==> src/verilog/wdt_pkg.sv <==
/*
 * constants, field positions and bus carrier type of the watchdog timer block.
 * assumes one 250 MHz system clock and a classic wishbone master with 32-bit data.
 */
package wdt_pkg;
   // register byte addresses
   localparam logic [31:0] ADDR_RELOAD     = 32'h4000_2580; // reload_value
   localparam logic [31:0] ADDR_COUNT      = 32'h4000_2584; // current_count
   localparam logic [31:0] ADDR_CTRL       = 32'h4000_2588; // watchdog_control
   localparam logic [31:0] ADDR_KICK       = 32'h4000_258C; // service_kick
   localparam logic [31:0] ADDR_STATE      = 32'h4000_2598; // watchdog_state
   localparam logic [31:0] ADDR_IRQ_STATUS = 32'h4000_25A0; // sticky events, write one clears
   localparam logic [31:0] ADDR_IRQ_MASK   = 32'h4000_25A4; // interrupt enables

   // reset values and special codes
   localparam logic [15:0] RELOAD_RST    = 16'h1000; // reload value after reset
   localparam logic [15:0] COUNT_RST     = 16'h1000; // live count after reset
   localparam logic [15:0] CTRL_RST      = 16'h00E9; // enabled, periodic, divide 256
   localparam logic [15:0] WRAP_VALUE    = 16'h1000; // free running wrap point
   localparam logic [15:0] SERVICE_CODE  = 16'hCCCC; // the only legal kick value
   localparam logic [15:0] CTRL_WR_MASK  = 16'h006F; // writable control bits
   localparam logic [15:0] CTRL_RSVD_VAL = 16'h0080; // reserved control bits as read
   localparam logic [1:0]  EVT_RST       = 2'h0;     // status and mask after reset

   // control field positions
   localparam int CTRL_MODE_BIT = 6; // 1 periodic, 0 free running
   localparam int CTRL_EN_BIT   = 5; // counter enable, also arms the lock
   localparam int CTRL_PRE_LO   = 2; // prescaler select, two bits
   localparam int CTRL_IRQ_BIT  = 1; // 1 interrupt on timeout, 0 reset
   localparam int CTRL_PMD_BIT  = 0; // suspend count in hibernate

   // watchdog_state and event field positions
   localparam int STATE_TMO_BIT = 0; // timeout interrupt pending
   localparam int STATE_LCK_BIT = 4; // configuration locked
   localparam int EVT_TMO_BIT   = 0; // timeout event
   localparam int EVT_SVC_BIT   = 1; // successful service event
   localparam int EVT_W         = 2; // number of event bits

   // timing: low frequency oscillator tick derived from the system clock
   localparam int unsigned CLK_PERIOD_NS = 4;
   localparam int unsigned CLK_HZ        = 1_000_000_000 / CLK_PERIOD_NS;
   localparam int unsigned LFOSC_HZ      = 32768;
   localparam int unsigned LFOSC_DIV     = CLK_HZ / LFOSC_HZ; // cycles per oscillator tick

   // prescaler division factors, indexed by the select field
   localparam logic [11:0] PRE_LIM0 = 12'h000; // divide by 1
   localparam logic [11:0] PRE_LIM1 = 12'h00F; // divide by 16
   localparam logic [11:0] PRE_LIM2 = 12'h0FF; // divide by 256
   localparam logic [11:0] PRE_LIM3 = 12'hFFF; // divide by 4096

   // one accepted bus request
   typedef struct packed {
      logic        we;    // write when high
      logic [31:0] addr;  // byte address
      logic [31:0] wdata; // write data
      logic [3:0]  sel;   // byte enables
   } bus_req_t;
endpackage

==> src/verilog/wb_slave_port.sv <==
/*
 * classic wishbone slave front end: one request pulse per cycle, registered ack and data.
 * assumes the master holds its request until it sees ack and then drops stb.
 */
module wb_slave_port
   import wdt_pkg::*;
(
   input  wire logic        clk,       // system clock
   input  wire logic        reset_n,   // asynchronous reset, active low
   input  wire logic        wb_cyc_i,  // bus cycle
   input  wire logic        wb_stb_i,  // strobe
   input  wire logic        wb_we_i,   // write enable
   input  wire logic [31:0] wb_adr_i,  // byte address
   input  wire logic [31:0] wb_dat_i,  // write data
   input  wire logic [3:0]  wb_sel_i,  // byte enables
   input  wire logic [31:0] rd_data,   // read value for the current address
   output logic             wb_ack_o,  // acknowledge, one cycle
   output logic [31:0]      wb_dat_o,  // read data, valid with ack
   output wdt_pkg::bus_req_t req,      // current request fields
   output logic             req_valid  // request taken this cycle
);
   logic        ack_q; // ack register
   logic [31:0] dat_q; // read data register

   // a request is taken once, in the cycle before ack rises
   assign req_valid = wb_cyc_i & wb_stb_i & ~ack_q;
   assign req       = '{we: wb_we_i, addr: wb_adr_i, wdata: wb_dat_i, sel: wb_sel_i};

   // ack one cycle after the strobe, dropped in the next cycle
   always_ff @(posedge clk or negedge reset_n) begin
      if (!reset_n) begin
         ack_q <= 1'b0;
         dat_q <= 32'h0000_0000;
      end else begin
         ack_q <= req_valid;
         // writes return zero on the data lines
         dat_q <= (req_valid && !wb_we_i) ? rd_data : 32'h0000_0000;
      end
   end

   assign wb_ack_o = ack_q;
   assign wb_dat_o = dat_q;
endmodule

==> src/verilog/tick_divider.sv <==
/*
 * counter enable source: oscillator rate divider followed by a selectable prescaler.
 * assumes one clock; the tick is a one-cycle pulse on that clock.
 */
module tick_divider
   import wdt_pkg::*;
#(
   parameter int unsigned LF_DIV = wdt_pkg::LFOSC_DIV // system cycles per oscillator tick
) (
   input  wire logic       clk,     // system clock
   input  wire logic       reset_n, // asynchronous reset, active low
   input  wire logic       run,     // count while high, hold at zero while low
   input  wire logic [1:0] pre_sel, // prescaler select
   output logic            tick     // one-cycle count enable
);
   localparam int BW = (LF_DIV > 1) ? $clog2(LF_DIV) : 1;
   localparam logic [BW-1:0] BASE_LIM = BW'(LF_DIV - 1);

   logic [BW-1:0] base_q; // oscillator rate divider
   logic [11:0]   pre_q;  // prescaler counter
   logic          tick_q; // registered tick

   // decode of the prescaler select to the last count value
   function automatic logic [11:0] pre_limit(input logic [1:0] s);
      case (s)
         2'h0:    pre_limit = PRE_LIM0;
         2'h1:    pre_limit = PRE_LIM1;
         2'h2:    pre_limit = PRE_LIM2;
         default: pre_limit = PRE_LIM3;
      endcase
   endfunction

   // both counters restart from zero whenever counting stops
   always_ff @(posedge clk or negedge reset_n) begin
      if (!reset_n) begin
         base_q <= '0;
         pre_q  <= 12'h000;
         tick_q <= 1'b0;
      end else if (!run) begin
         base_q <= '0;
         pre_q  <= 12'h000;
         tick_q <= 1'b0;
      end else if (base_q == BASE_LIM) begin
         base_q <= '0;
         // one oscillator tick: advance the prescaler
         if (pre_q >= pre_limit(pre_sel)) begin
            pre_q  <= 12'h000;
            tick_q <= 1'b1;
         end else begin
            pre_q  <= pre_q + 12'h001;
            tick_q <= 1'b0;
         end
      end else begin
         base_q <= base_q + BW'(1);
         tick_q <= 1'b0;
      end
   end

   assign tick = tick_q;
endmodule

==> src/verilog/watchdog_timer_regs.sv <==
/*
 * watchdog timer with its register set: reload, live count, control with lock,
 * service kick, state, sticky interrupt status and mask.
 * assumes a classic wishbone master, one 250 MHz clock and an asynchronous hibernate level.
 */
module watchdog_timer_regs
   import wdt_pkg::*;
#(
   parameter int unsigned LF_DIV = wdt_pkg::LFOSC_DIV // system cycles per oscillator tick
) (
   input  wire logic        clk,         // system clock, 250 MHz
   input  wire logic        reset_n,     // asynchronous reset, active low
   input  wire logic        wb_cyc_i,    // wishbone cycle
   input  wire logic        wb_stb_i,    // wishbone strobe
   input  wire logic        wb_we_i,     // wishbone write enable
   input  wire logic [31:0] wb_adr_i,    // wishbone byte address
   input  wire logic [31:0] wb_dat_i,    // wishbone write data
   input  wire logic [3:0]  wb_sel_i,    // wishbone byte enables
   input  wire logic        hibernate,   // hibernate level from power control, asynchronous
   output logic             wb_ack_o,    // wishbone acknowledge
   output logic [31:0]      wb_dat_o,    // wishbone read data
   output logic             irq,         // interrupt, level
   output logic             wdt_reset_o  // system reset request, one-cycle pulse
);
   bus_req_t          req;          // current bus request
   logic              req_valid;    // request taken this cycle
   logic [31:0]       rd_data;      // read mux output
   logic [15:0]       reload_q;     // reload value
   logic [15:0]       count_q;      // live down counter
   logic [15:0]       ctrl_q;       // writable control bits
   logic [15:0]       ctrl_view;    // control as software reads it
   logic              lock_q;       // configuration lock
   logic [EVT_W-1:0]  status_q;     // sticky events
   logic [EVT_W-1:0]  mask_q;       // interrupt enables
   logic [EVT_W-1:0]  evt_set;      // events this cycle
   logic [EVT_W-1:0]  evt_clr;      // clears this cycle
   logic              irq_q;        // interrupt register
   logic              rst_req_q;    // reset request register
   logic              hib_meta_q;   // hibernate synchroniser, first stage
   logic              hib_q;        // hibernate synchroniser, second stage
   logic              pre_tick;     // prescaled count enable
   logic              cnt_tick;     // count enable gated by enable bit
   logic              run;          // prescaler runs
   logic              wr;           // write taken this cycle
   logic              wr_reload;    // write to reload_value
   logic              wr_count;     // write to current_count
   logic              wr_ctrl;      // write to watchdog_control
   logic              wr_status;    // write to interrupt status
   logic              wr_mask;      // write to interrupt mask
   logic              kick;         // write to service_kick
   logic              good_kick;    // kick with the service code
   logic              bad_kick;     // kick with any other value
   logic              at_zero;      // counter passes zero this cycle
   logic              timeout_hit;  // timeout event
   logic [15:0]       wval;         // write data merged under byte enables
   logic [15:0]       ctrl_wval;    // control write data merged with the old value
   logic              ctrl_written_q; // a control write was taken since reset

   // merge low halfword write data with the old value under byte enables
   function automatic logic [15:0] merge16(input logic [15:0] old, input logic [31:0] d,
                                           input logic [3:0] s);
      merge16 = {s[1] ? d[15:8] : old[15:8], s[0] ? d[7:0] : old[7:0]};
   endfunction

   // bus front end
   wb_slave_port u_bus (
      .clk       (clk),
      .reset_n   (reset_n),
      .wb_cyc_i  (wb_cyc_i),
      .wb_stb_i  (wb_stb_i),
      .wb_we_i   (wb_we_i),
      .wb_adr_i  (wb_adr_i),
      .wb_dat_i  (wb_dat_i),
      .wb_sel_i  (wb_sel_i),
      .rd_data   (rd_data),
      .wb_ack_o  (wb_ack_o),
      .wb_dat_o  (wb_dat_o),
      .req       (req),
      .req_valid (req_valid)
   );

   // hibernate crosses in through two flip-flops
   always_ff @(posedge clk or negedge reset_n) begin
      if (!reset_n) begin
         hib_meta_q <= 1'b0;
         hib_q      <= 1'b0;
      end else begin
         hib_meta_q <= hibernate;
         hib_q      <= hib_meta_q;
      end
   end

   // counting stops when disabled, or in hibernate with suspend selected
   assign run = ctrl_q[CTRL_EN_BIT] & ~(ctrl_q[CTRL_PMD_BIT] & hib_q);

   // oscillator and prescaler
   tick_divider #(
      .LF_DIV (LF_DIV)
   ) u_tick (
      .clk     (clk),
      .reset_n (reset_n),
      .run     (run),
      .pre_sel (ctrl_q[CTRL_PRE_LO +: 2]),
      .tick    (pre_tick)
   );

   // write decode
   assign wr        = req_valid & req.we;
   assign wval      = merge16(16'h0000, req.wdata, req.sel);
   assign ctrl_wval = merge16(ctrl_q, req.wdata, req.sel);
   assign wr_reload = wr && (req.addr == ADDR_RELOAD) && !lock_q;
   assign wr_count  = wr && (req.addr == ADDR_COUNT);
   assign wr_ctrl   = wr && (req.addr == ADDR_CTRL) && !lock_q;
   assign wr_status = wr && (req.addr == ADDR_IRQ_STATUS);
   assign wr_mask   = wr && (req.addr == ADDR_IRQ_MASK);
   assign kick      = wr && (req.addr == ADDR_KICK);
   assign good_kick = kick && (wval == SERVICE_CODE);
   assign bad_kick  = kick && (wval != SERVICE_CODE);

   // timeout when a count enable finds the counter at zero
   assign cnt_tick    = pre_tick & ctrl_q[CTRL_EN_BIT];
   assign at_zero     = cnt_tick && (count_q == 16'h0000);
   assign timeout_hit = at_zero && !good_kick;

   // reload value register
   always_ff @(posedge clk or negedge reset_n) begin
      if (!reset_n) begin
         reload_q <= RELOAD_RST;
      end else if (wr_reload) begin
         reload_q <= merge16(reload_q, req.wdata, req.sel);
      end
   end

   // control register; reserved bits are never stored
   always_ff @(posedge clk or negedge reset_n) begin
      if (!reset_n) begin
         ctrl_q <= CTRL_RST & CTRL_WR_MASK;
      end else if (wr_ctrl) begin
         ctrl_q <= ctrl_wval & CTRL_WR_MASK;
      end
   end

   // reserved bit 7 reads one, the other reserved bits zero
   assign ctrl_view = ctrl_q | CTRL_RSVD_VAL;

   // lock: a control write that leaves the enable bit set, cleared only by reset
   always_ff @(posedge clk or negedge reset_n) begin
      if (!reset_n) begin
         lock_q <= 1'b0;
      end else if (wr_ctrl && ctrl_wval[CTRL_EN_BIT]) begin
         lock_q <= 1'b1;
      end
   end

   // live down counter; bus writes to current_count are ignored
   always_ff @(posedge clk or negedge reset_n) begin
      if (!reset_n) begin
         count_q <= COUNT_RST;
      end else if (good_kick) begin
         count_q <= reload_q;
      end else if (at_zero) begin
         // periodic reloads, free running wraps to the fixed point
         if (ctrl_q[CTRL_MODE_BIT]) begin
            count_q <= reload_q;
         end else begin
            count_q <= WRAP_VALUE;
         end
      end else if (cnt_tick) begin
         count_q <= count_q - 16'h0001;
      end
   end

   // reset request: timeout outside interrupt mode, or a wrong kick
   always_ff @(posedge clk or negedge reset_n) begin
      if (!reset_n) begin
         rst_req_q <= 1'b0;
      end else begin
         rst_req_q <= bad_kick | (timeout_hit & ~ctrl_q[CTRL_IRQ_BIT]);
      end
   end

   // event sets and clears; a good kick also clears a pending timeout
   always_comb begin
      evt_set = '0;
      evt_clr = '0;
      evt_set[EVT_TMO_BIT] = timeout_hit & ctrl_q[CTRL_IRQ_BIT];
      evt_set[EVT_SVC_BIT] = good_kick;
      if (wr_status) begin
         evt_clr = wval[EVT_W-1:0];
      end
      if (good_kick) begin
         evt_clr[EVT_TMO_BIT] = 1'b1;
      end
   end

   // sticky status, a set in the clearing cycle wins
   always_ff @(posedge clk or negedge reset_n) begin
      if (!reset_n) begin
         status_q <= EVT_RST;
      end else begin
         status_q <= (status_q & ~evt_clr) | evt_set;
      end
   end

   // interrupt mask
   always_ff @(posedge clk or negedge reset_n) begin
      if (!reset_n) begin
         mask_q <= EVT_RST;
      end else if (wr_mask) begin
         mask_q <= wval[EVT_W-1:0];
      end
   end

   // interrupt output, high while an enabled event is pending
   always_ff @(posedge clk or negedge reset_n) begin
      if (!reset_n) begin
         irq_q <= 1'b0;
      end else begin
         irq_q <= |(status_q & mask_q);
      end
   end

   // read mux; unmapped and write-only addresses read zero
   always_comb begin
      rd_data = 32'h0000_0000;
      case (req.addr)
         ADDR_RELOAD:     rd_data[15:0] = reload_q;
         ADDR_COUNT:      rd_data[15:0] = count_q;
         ADDR_CTRL:       rd_data[15:0] = ctrl_view;
         ADDR_STATE: begin
            rd_data[STATE_TMO_BIT] = status_q[EVT_TMO_BIT];
            rd_data[STATE_LCK_BIT] = lock_q;
         end
         ADDR_IRQ_STATUS: rd_data[EVT_W-1:0] = status_q;
         ADDR_IRQ_MASK:   rd_data[EVT_W-1:0] = mask_q;
         default:         rd_data = 32'h0000_0000;
      endcase
   end

   assign irq         = irq_q;
   assign wdt_reset_o = rst_req_q;

   // check helper: remembers whether software has touched the control register
   always_ff @(posedge clk or negedge reset_n) begin
      if (!reset_n) begin
         ctrl_written_q <= 1'b0;
      end else if (wr_ctrl) begin
         ctrl_written_q <= 1'b1;
      end
   end
endmodule

==> config.mk <==
export PLATFORM = sky130hd
export DESIGN_NAME = watchdog_timer_regs
export DESIGN_NICKNAME = d
export VERILOG_FILES = /design/src/verilog/wdt_pkg.sv /design/src/verilog/wb_slave_port.sv /design/src/verilog/tick_divider.sv /design/src/verilog/watchdog_timer_regs.sv
export SDC_FILE = /design/constraint.sdc
export NUM_CORES = 1
export LEC_CHECK = 0
export ABC_AREA = 1
export BUFFER_PORTS_ARGS = -buffer_cell sky130_fd_sc_hd__buf_4
export CAP_MARGIN = 25
export CORE_ASPECT_RATIO = 0.9
export CORE_UTILIZATION = 45
export DETAILED_ROUTE_END_ITERATION = 12
export HOLD_SLACK_MARGIN = 0.12
export PLACE_DENSITY = 0.68
export REMOVE_ABC_BUFFERS = 1
export SLEW_MARGIN = 20
export SYNTH_ARGS = -nofsm -noshare
export SYNTH_HDL_FRONTEND = slang
export SYNTH_SLANG_ARGS = --single-unit
==> constraint.sdc <==
create_clock -name clk -period 2.2 [get_ports clk]
set_clock_uncertainty 0.2 [all_clocks]
set_input_delay 0.44 -clock clk [delete_from_list [all_inputs] [get_ports clk]]
set_output_delay 0.44 -clock clk [all_outputs]
set_load 0.01 [all_outputs]
Word-level counts from Yosys, hierarchy flattened. Cells that the tools add are included. W data, S select, Z words.

Register bits: 90. Input bits: 74. Logic and storage cells: 100.

Add/subtract/negate cells: 3. Order comparisons: 1. Equal/unequal tests: 13. Mux-type cells: 26. Bitwise gates (word level): 16. Reduce and logical (&&, ||, !) cells: 24.

Operators with widths (number): $eq A32 B31 Y1 const B (7); $mux W16 (5); $mux W12 (5); $pmux W12 S3 (1); $pmux W11 S3 (1); $mux W13 (2); $eq A16 B16 Y1 const B (1); $logic_not A16 Y1 (1); $mux W8 (2); $ne A16 B16 Y1 const B (1); $sub A16 B1 Y16 const B (1); $add A13 B1 Y13 const B (1); $eq A13 B13 Y1 const B (1); $logic_and A1 B1 Y1 (13); $add A12 B1 Y12 const B (1); $ge A12 B12 Y1 (1); $pmux W1 S5 (2); $and A1 B1 Y1 (8); $mux W6 (1); $pmux W2 S3 (1); $reduce_and A2 Y1 (3); $and A2 B2 Y2 (2); $mux W1 (4); $reduce_or A2 Y1 (2); 12 further kinds (16).

Logic depth before layout (Yosys ltp). Gate-level depths: netlist of the first run.

Word-level depth: 9. Gate-level depth with buffers: 13.

Hierarchy. Synthesis of the first run repeated with hierarchy kept, for this count alone.

Cells, all modules: 1017. Area, all modules: 7173.1 um^2.

By module, submodules not included: watchdog_timer_regs (instances 1, cells an instance 609, area each 3688.5 um^2, sequential area each 1183.6 um^2); wb_slave_port (instances 1, cells an instance 173, area each 1776.7 um^2, sequential area each 825.8 um^2); tick_divider (instances 1, cells an instance 235, area each 1707.9 um^2, sequential area each 650.6 um^2).

Least setup slack after synthesis of the first run. Ideal clock, no wire load.

Path type: reg2reg. From: reg ctrl_q[3]. To: reg u_tick.pre_q[11]. Library setup time: 127 ps. Arrival: 1843 ps. Path slack: 30 ps. Stages on the path, launching flop included: 11. Period minus slack after synthesis: 2170 ps. Cell sequence: dfstp_2 buf_2 nand2_1 ha_1 nand2_1 nor2_1 and3_1 nor2_1 and2_1 nand2_1 o21ai_0.

Longest elaborated chain between the ends: 8.

Ends and longest elaborated chain: start, declared (RTL line watchdog_timer_regs.sv:30) `logic [15:0] ctrl_q;`; start signal, assigned (RTL line watchdog_timer_regs.sv:137) `ctrl_q <= CTRL_RST & CTRL_WR_MASK;`; start signal, assigned (RTL line watchdog_timer_regs.sv:139) `ctrl_q <= ctrl_wval & CTRL_WR_MASK;`; $eq A2 B2 Y1, or another cell as far along (RTL line tick_divider.sv:25) `case (s)`; $pmux W12 S3 (*) (RTL line tick_divider.sv:25); $mux W12 (*) (RTL line tick_divider.sv:43) `end else if (base_q == BASE_LIM) begin`; $mux W12 (*) (RTL line tick_divider.sv:39) `end else if (!run) begin`; $ge A12 B12 Y1 (*) (RTL line tick_divider.sv:46) `if (pre_q >= pre_limit(pre_sel)) begin`; $mux W12 (*) (RTL line tick_divider.sv:46); $mux W12 (*) (RTL line tick_divider.sv:43); $mux W12 (*) (RTL line tick_divider.sv:39); end signal, assigned (RTL line tick_divider.sv:50) `pre_q <= pre_q + 12'h001;`; end, declared (RTL line tick_divider.sv:20) `logic [11:0] pre_q;`.

Every way passes the cells marked *; elsewhere a longest branch is shown, timed or not. The select of a mux whose other input is x is not followed. A chain may end at the register's enable or synchronous reset.

Final worst setup path of the first run.
From: reg ctrl_q[3]. To: reg u_tick.pre_q[7].

Same word-level chain as after synthesis.

==> results of run 1 <==
cell usage in the layout, fill, tap and decap left out, drive strengths merged, types with 2 or more instances in the layout:
cell and instances:
nand2 282, nor2 117, inv 111, buf 109, dfrtp 84, nand3 64
nand4 46, o21ai 40, a21oi 27, conb 16, nor3 16, xor2 15
clkbuf 14, ha 13, dfstp 6, nand3b 4, xnor2 4, o21a 3
a31oi 2, and3 2, dlygate4sd3 2, clkinv 2, and2 2
cells in the mapped netlist, types with 2 or more instances:
| cell | n | area [um^2] |
|---|---|---|
| dfstp_2 | 6 | 158 |
| a31oi_1 | 2 | 12.5 |
| inv_1 | 111 | 417 |
| nor3_1 | 15 | 75.1 |
| a21oi_2 | 5 | 43.8 |
| xnor2_1 | 4 | 35.0 |
| nand4_1 | 46 | 288 |
| clkbuf_1 | 5 | 18.8 |
| nand3_2 | 5 | 50.1 |
| a21oi_1 | 22 | 110 |
| nand3_4 | 3 | 52.6 |
| ha_1 | 13 | 163 |
| dfrtp_1 | 84 | 2100 |
| o21ai_0 | 20 | 100 |
| nor2_2 | 17 | 106 |
| buf_2 | 6 | 30.0 |
| nand3b_1 | 4 | 30.0 |
| buf_4 | 19 | 143 |
| o21ai_1 | 5 | 25.0 |
| nand2_2 | 10 | 62.6 |
| buf_6 | 9 | 101 |
| nand3_1 | 56 | 280 |
| and3_1 | 2 | 12.5 |
| o21ai_2 | 15 | 131 |
| o21a_1 | 3 | 22.5 |
| xor2_1 | 15 | 131 |
| and2_1 | 2 | 12.5 |
| nor2_1 | 96 | 360 |
| nor2_4 | 3 | 33.8 |
| nand2_1 | 271 | 1020 |
per-layer routing:
metal | share of wire, % | global-route usage [%] | up-vias | wire length, um
li1 | - | - | 2993 | -
met1 | 49 | 34.2 | 2756 | 7880
met2 | 43 | 34.1 | 197 | 6980
met3 | 6.5 | 4.32 | 15 | 1050
met4 | 1.4 | 8.59 | 0 | 227
met5 | 0 | 0 | - | 0
sequential cells by signal, summed over array words and instances (netlist names):
register        count
reload_q           16
u_tick.base_q      13
u_tick.tick         1
hib_q               1
hib_meta_q          1
u_bus.wb_ack_o      1
irq                 1
status_q            2
lock_q              1
ctrl_q              6
u_bus.wb_dat_o     16
mask_q              2
u_tick.pre_q       12
count_q            16
wdt_reset_o         1
where the power goes:
part / total [mW] / switching [mW] / internal [mW]
Combinational: 0.212 / 0.121 / 0.0907
Clock: 1.59 / 0.643 / 0.945
Sequential: 1.66 / 0.00106 / 1.66
Total: 3.46 / 0.765 / 2.69
critical path, cell delays in order (launching register included):
cell and delay [ns]:
dfstp_2 0.58, nand2_2 0.09, ha_1 0.30, nand2_1 0.07, nor2_2 0.13, buf_4 0.12
nand3_2 0.11, nand4_1 0.11, buf_6 0.13, nand2_2 0.04, nand2_1 0.05, inv_1 0.04
logic make-up (layout without fill, tap and decap cells):
kind of cell / Yosys count / after routing / synth area share [%]
and+or+nand+nor: 535 / 535 / 39.1
DFF: 90 / 90 / 36.2
buffers and inverters: 153 / 240 / 11.6
adders and majority gates: 13 / 13 / 2.61
AOI/OAI and AO/OA: 77 / 77 / 7.76
xor gates and xnor gates: 19 / 19 / 2.67
other: 1 / 16 / 0.0601
final cells by class:
type	count	area, um^2
clock inverter	2	37.5
inverter	113	429
tap	168	210
timing repair buffer	111	880
multi-input combinational	660	3380
sequential	90	2260
clock buffer	14	264
fill	1290	6010
path summary, 6_finish.rpt:
check	start	end	slack [ns]	depth (start not counted)
setup reg to reg	ctrl_q[3]	u_tick.pre_q[7]	0.11	11
min in group asynchronous	reset_n	u_tick.pre_q[2]	0.46	3
hold / removal	wb_dat_i[12]	reload_q[12]	0.16	3
setup / recovery	ctrl_q[3]	u_tick.pre_q[7]	0.11	11
max in group asynchronous	reset_n	count_q[12]	0.91	3
hold reg to reg	hib_meta_q	hib_q	0.16	0
what timing repair did:
| item | CTS | global route |
|---|---|---|
| hold endpoints to repair | 85 | 0 |
| gates resized for setup | 0 | 19 |
| hold buffers | 2 | 0 |
| endpoints found under the setup margin | 0 | 19 |
| buffers inserted | 0 | 1 |
==> qor.yml, run 1 <==
pwr:
  powerDensity_mw_per_mm2: 464
  total_power_mw: 3.46
  leakagePower_nw: 3.93
  irDropWorstVdd_mv: 0.314
cts:
  clk_latency_ns: 0.35
  cts_buffer_depth: 2
  cts.sinks: 90
  cts-root-buf: "clkbuf_16"
  cts_made_buffers: 9
  h-tree-depth: 3
  tritoncts: "yes"
  clk_pin_slew_ns: 0.06
layout:
  fin_util_pct: 55.4
  layout.nets: 1072
  antenna_cells: 0
  fin_area_mm2: 0.00746
  drive_gt1_share_pct: 20.6
  area_growth_pct: 19.4
  instances_no_fill: 1158
placement:
  gp_congestion: 0.905
  portBuffers: 74
  dp.cells: 1139
  hpwl_mm: 11.7
  pre_cts_slack_ns: 0.0234
  dpl_cell_area_mm2: 0.00706
timing:
  setup_tns_ns: 0
  layout_min_cycle_time_ns: 2.09
  finalHoldWorstSlack_ns: 0.156
  period_share_pct: 95.2
  setup_ws_ns: 0.107
  setup_viol: 0
  fmax_mhz: 478
  slew_violations: 0
  hold_violations: 0
run_status:
  status: "finished, final reports clean"
critical_path:
  crit_fanout: 6
  crit_arrival_ns: 2.13
  worstSetupEndpointType: "flip-flop"
  crit_required_ns: 2.24
  worstSetupStartpointType: "flip-flop"
  worstSetupPathType: "flip-flop to flip-flop"
floorplanning:
  dieHeight_um: 114
  ios: 109
  die_w_um: 126
  num_rows: 40
  core_mm2: 0.0135
  start_util_pct: 46.4
  design.die.area_mm2: 0.0144
logic_synthesis:
  synth_ff_type: "dfrtp_1"
  syn_area_per_cell_um2: 7.03
  async_reset_ff_share_pct: 100
  yosysSeqAreaShare_pct: 36.2
  yosysUniqueCellTypes: 44
  synth_cells: 888
  synthesis.area_mm2: 0.00624
  synth-seq-cells: 90
  synth-edff-count: 0
  synth_warnings: 0
routing:
  dr.pass1.iters: 4
  wl_mm: 16.1
  viasPerCell: 5.15
  drt_iter0_drc: 400
  routedWlPerCell_um: 13.9
  via_count: 5961
  drc: 0
  postRouteAntennaNets: 0
global_routing:
  grt_max_degree: 91
  grt_usage_pct: 23.3
  grt_pass1_vias: 5421
  grt_overflow: 0
  antenna_found_initial: 0
  grt_pass1_wl_mm: 26.4
flow_run:
  max_cap_viol_count: 0
min_path:
  hp-class: "input pin to flip-flop"
(Power assumes the default switching activity.)
==> run 2: changes to the inputs <==
CORE_UTILIZATION = 52   (was 45)
PLACE_DENSITY = 0.77   (was 0.68)
==> run 2 against run 1 <==
Effect of this change:
- the run now ends with negative setup slack left
- clock power shrank 3%
- cell count shrank 1.0%
- final area grew 0.44%
- via count grew 0.97%
- fmax shrank 5.7%
- setup slack lost 0.13 ns
- hold slack lost 0.0050 ns
- core utilization grew 9.3 points
- non-clock buffer count is the same
- power shrank 1.0%
- critical path type unchanged
- largest cell class unchanged
==> qor.yml, run 2 (synthesis results as in run 1) <==
pwr:
  p_int_mw: 2.63
  powerDensity_mw_per_mm2: 457
  p_sw_uw: 793
  leakagePower_nw: 3.94
  seq_power_share_pct: 48.5
  irDropWorstVdd_mv: 0.289
  comb_power_share_pct: 6.3
  pwr-share-clk_pct: 45.2
  swShare_pct: 23.2
floorplanning:
  core_mm2: 0.0116
  ios: 109
  start_util_pct: 53.9
  num_rows: 37
  design.die.area_mm2: 0.0124
  dieHeight_um: 106
  die_w_um: 118
layout:
  layout_commonest_cell: "nand2_1"
  drive_gt1_share_pct: 20.8
  n_fill_cell: 1030
  fin_util_pct: 64.7
  seqCellArea_mm2: 0.00226
  area_growth_pct: 20.0
  instances_no_fill: 1146
  antenna_cells: 0
  final_cell_mix: "nand2_1, inv_1, buf_4"
  layout.nets: 1072
  multi_input_area_mm2: 0.00344
timing:
  setup_viol: 2
  setup_ws_ns: -0.0209
  rsz0062_at_grt: "true"
  period_share_pct: 101
  fmax_mhz: 450
  setup_tns_ns: -0.0371
  slew_violations: 0
  hold_violations: 0
  layout_min_cycle_time_ns: 2.22
routing:
  via_count: 6019
  drc: 0
  dr.pass1.iters: 5
  postRouteAntennaNets: 0
  viasPerCell: 5.25
  drt_iter0_drc: 483
  wl_mm: 16.3
  routedWlPerCell_um: 14.2
global_routing:
  grt_max_degree: 48
  grt_overflow: 0
  grt_usage_pct: 26.5
  grt_pass1_vias: 5440
  antenna_found_initial: 0
  grt_pass1_wl_mm: 26.2
critical_path:
  worstSetupEndpointType: "flip-flop"
  reg2reg_to: "u_tick.pre_q[2]"
  crit_required_ns: 2.27
  r2r-start: "ctrl_q[3]"
  cp_slowest_cell: "dfstp_2"
  r2r_cells: 8
  worstSetupPathType: "flip-flop to flip-flop"
  r2r_slack_ns: -0.02
  worst-path-stages: 8
  worstSetupStartpointType: "flip-flop"
  cp_cell_sequence: "nand2_4 > ha_4 > nand2_4 > nor2_4 > and3_1 > nor2_2 > nand4_1 > a21oi_1"
  crit_fanout: 6
  slowest_delay_ns: 0.59
  crit_arrival_ns: 2.29
  path_delay_family: "simple AND/OR/NAND/NOR gates"
  path_buf_inv: 0
  crit_top_cell: "nand2_4"
cts:
  tritoncts: "yes"
  cts-root-buf: "clkbuf_16"
  clk_latency_ns: 0.35
  post_cts_buffers: 0
  h-tree-depth: 3
  cts_made_buffers: 9
  cts_buffer_depth: 2
  clk_pin_slew_ns: 0.07
  cts.sinks: 90
run_status:
  status: "finished with violations"
  violations: "negative setup slack"
placement:
  portBuffers: 74
  hpwl_mm: 11.7
  pre_cts_slack_ns: 0.0221
  gp_congestion: 0.906
  dp.cells: 1128
min_path:
  hp-class: "input pin to flip-flop"
  min_from: "wb_dat_i[0]"
  hold_end: "ctrl_q[0]"
  hold_depth: 3
flow_run:
  max_cap_viol_count: 0
run 2: cell count changes in the layout (fill, tap and decap cells not counted), moves of 2 or more:
cell      before  now
clkbuf_8       2    0
clkinv_2       0    2
ha_1          12    8
ha_4           1    5
nand2_2       14   11
nand2_4        1    4
run 2: worst reg2reg max path, stage by stage (launching register included):
cell and delay, ns:
dfstp_2 0.59, nand2_4 0.12, ha_4 0.25, nand2_4 0.08
nor2_4 0.05, and3_1 0.18, nor2_2 0.10, nand4_1 0.32
a21oi_1 0.27
run 2: area by class of cell:
cell class | instances | area share, %
flip-flops and latches | 90 | 30.2
clock inverters | 5 | 0.752
well taps | 156 | 2.61
multi-input cells | 660 | 45.9
repair buffers | 111 | 11.7
inverters | 113 | 5.73
clock buffers | 11 | 3.11
run 2: metal layers:
metal	GRT usage (%)	vias up	wire length, um
met5	0	-	0
met3	6.01	31	1500
met2	39.4	280	7250
met1	37.8	2715	7260
met4	9.62	0	286
li1	-	2993	-
run 2: worst max-delay path by stage:
stage	from	end	slack, ns
floorplan	wb_stb_i	count_q[0]	-0.06
detailed placement	wb_adr_i[19]	u_bus.wb_dat_o[12]	0.02
global route	ctrl_q[3]	u_tick.pre_q[7]	-0.14
finish	ctrl_q[3]	u_tick.pre_q[2]	-0.02
CTS	ctrl_q[3]	u_tick.tick	0.03
global placement	wb_adr_i[23]	u_bus.wb_dat_o[12]	0.04
run 2: power groups by stage:
stage	sequential [mW]	combinational [mW]	clock (mW)
2_1_floorplan	1.69	0.0638	0
5_1_grt	1.66	0.242	1.63
4_1_cts	1.66	0.218	1.56
3_3_place_gp	1.69	0.212	0
3_5_place_dp	1.69	0.215	0
6_report	1.66	0.216	1.55
run 2: through the flow:
stage          hold slack, ns  power, mW  instance area, um^2
2_1_floorplan         -0.0556       1.75                 6000
3_3_place_gp            0.151       1.90                 7050
3_5_place_dp            0.157       1.90                 7050
4_1_cts                 0.152       3.44                 7360
5_1_grt                 0.157       3.53                 7490
6_report                0.151       3.42                 7490
run 2: timing repair:
action	4_1_cts	5_1_grt
hold buffers	2	0
endpoints found under the setup margin	0	28
endpoints found under the hold margin	26	0
resized for setup	0	22
==> run 3: changes to the inputs <==
PLACE_DENSITY = 0.84   (was 0.77)
==> run 3 against run 2 <==
Effect of this change:
- non-clock buffer count is 3 lower
- largest power group unchanged
- first-iteration DRC count is 9.3% lower
- critical path depth is 1 higher
- cell count is 0.26% lower
- flip-flop and latch count stayed put
- sequential power hardly changed
- the run now ends clean
- global-route usage is 0.67 points higher
- clock power is 6% lower
==> qor.yml, run 3 (synthesis results as in run 1) <==
placement:
  dp.cells: 1122
  gp_congestion: 0.957
  hpwl_mm: 11.8
  dpl_cell_area_mm2: 0.00698
  portBuffers: 74
global_routing:
  grt_overflow: 0
  grt_usage_pct: 27.2
  grt_pass1_wl_mm: 27.2
  antenna_found_initial: 0
  grt_max_degree: 35
  grt_pass1_vias: 5899
layout:
  fin_area_mm2: 0.00733
  area_growth_pct: 17.5
  drive_gt1_share_pct: 19.9
  layout_commonest_cell: "nand2_1"
  layout.nets: 1069
  instances_no_fill: 1143
  antenna_cells: 0
  final_cell_mix: "nand2_1, inv_1, buf_4"
routing:
  routedWlPerCell_um: 14.2
  via_count: 6170
  dr.pass1.iters: 6
  drt_iter0_drc: 438
  viasPerCell: 5.40
  drc: 0
  wl_mm: 16.2
  postRouteAntennaNets: 0
timing:
  layout_min_cycle_time_ns: 2.10
  hold_violations: 0
  rsz0062_at_grt: "false"
  setup_tns_ns: 0
  period_share_pct: 95.4
  setup_viol: 0
  fmax_mhz: 476
  slew_violations: 0
floorplanning:
  design.die.area_mm2: 0.0124
  die_w_um: 118
  ios: 109
  core_mm2: 0.0116
  dieHeight_um: 106
  num_rows: 37
  start_util_pct: 53.9
pwr:
  leakagePower_nw: 3.88
  powerDensity_mw_per_mm2: 454
  total_power_mw: 3.33
  irDropWorstVdd_mv: 0.392
cts:
  tritoncts: "yes"
  cts.sinks: 90
  cts_made_buffers: 9
  clk_latency_ns: 0.35
  cts_buffer_depth: 2
  h-tree-depth: 3
  clk_pin_slew_ns: 0.07
  cts-root-buf: "clkbuf_16"
critical_path:
  worstSetupEndpointType: "flip-flop"
  r2r_slack_ns: 0.10
  r2r_cells: 9
  crit_arrival_ns: 2.17
  worstSetupPathType: "flip-flop to flip-flop"
  worstSetupStartpointType: "flip-flop"
  crit_required_ns: 2.28
  crit_fanout: 6
min_path:
  hold_depth: 3
  hp-class: "input pin to flip-flop"
run_status:
  status: "finished, final reports clean"
flow_run:
  max_cap_viol_count: 0
run 3: what timing repair did:
item,4_1_cts,5_1_grt
setup buffers,1,2
endpoints found under the setup margin,5,32
pin swaps,1,3
hold buffers,2,0
endpoints found under the hold margin,27,0
resized for setup,1,10
run 3: critical path: stages (launching register included):
cell	delay, ns
dfrtp_1	0.42
nor2_1	0.28
ha_1	0.31
buf_4	0.14
nand2_1	0.07
nor2_1	0.04
nand3_1	0.15
nand4_1	0.13
buf_6	0.16
a21oi_1	0.12
run 3: where the power goes:
| group | switching (mW) | total, mW | internal, mW | leakage, nW |
|---|---|---|---|---|
| sequential | 0.00124 | 1.66 | 1.66 | 1.21 |
| combinational | 0.124 | 0.218 | 0.0939 | 2.55 |
| clock | 0.683 | 1.45 | 0.770 | 0.129 |
| total | 0.808 | 3.33 | 2.52 | 3.88 |
run 3: metrics by stage:
stage | util (%) | hold slack (ns) | setup slack (ns)
2_1_floorplan | - | -0.0556 | -0.0636
3_3_place_gp | 60.3 | 0.137 | 0.0381
3_5_place_dp | 60.3 | 0.141 | -0.00900
4_1_cts | 63.0 | 0.146 | 0.00948
5_1_grt | 63.4 | 0.158 | 0.00146
6_report | 63.4 | 0.152 | 0.101
run 3: path summary, 6_finish.rpt:
check                             start                end
min in group asynchronous       reset_n  u_bus.wb_dat_o[1]
max in group asynchronous       reset_n       reload_q[12]
hold / removal             wb_dat_i[12]       reload_q[12]
hold reg to reg              hib_meta_q              hib_q
setup / recovery              ctrl_q[2]    u_tick.pre_q[3]
setup reg to reg              ctrl_q[2]    u_tick.pre_q[3]
run 3: layout make-up:
type / instances / area [um^2]
Tap cell: 156 / 195
Clock inverter: 6 / 42.5
Multi-Input combinational cell: 660 / 3350
Fill cell: 1016 / 4240
Inverter: 113 / 429
Sequential cell: 90 / 2260
Timing Repair Buffer: 108 / 832
Clock buffer: 10 / 229
run 3: layer usage:
metal | share of wire (%) | vias to the layer above | track usage [%]
li1 | - | 2990 | -
met1 | 42 | 2807 | 35.9
met3 | 9.5 | 39 | 6.55
met2 | 46 | 334 | 42.9
met4 | 2.3 | 0 | 11.3
met5 | 0 | - | 0
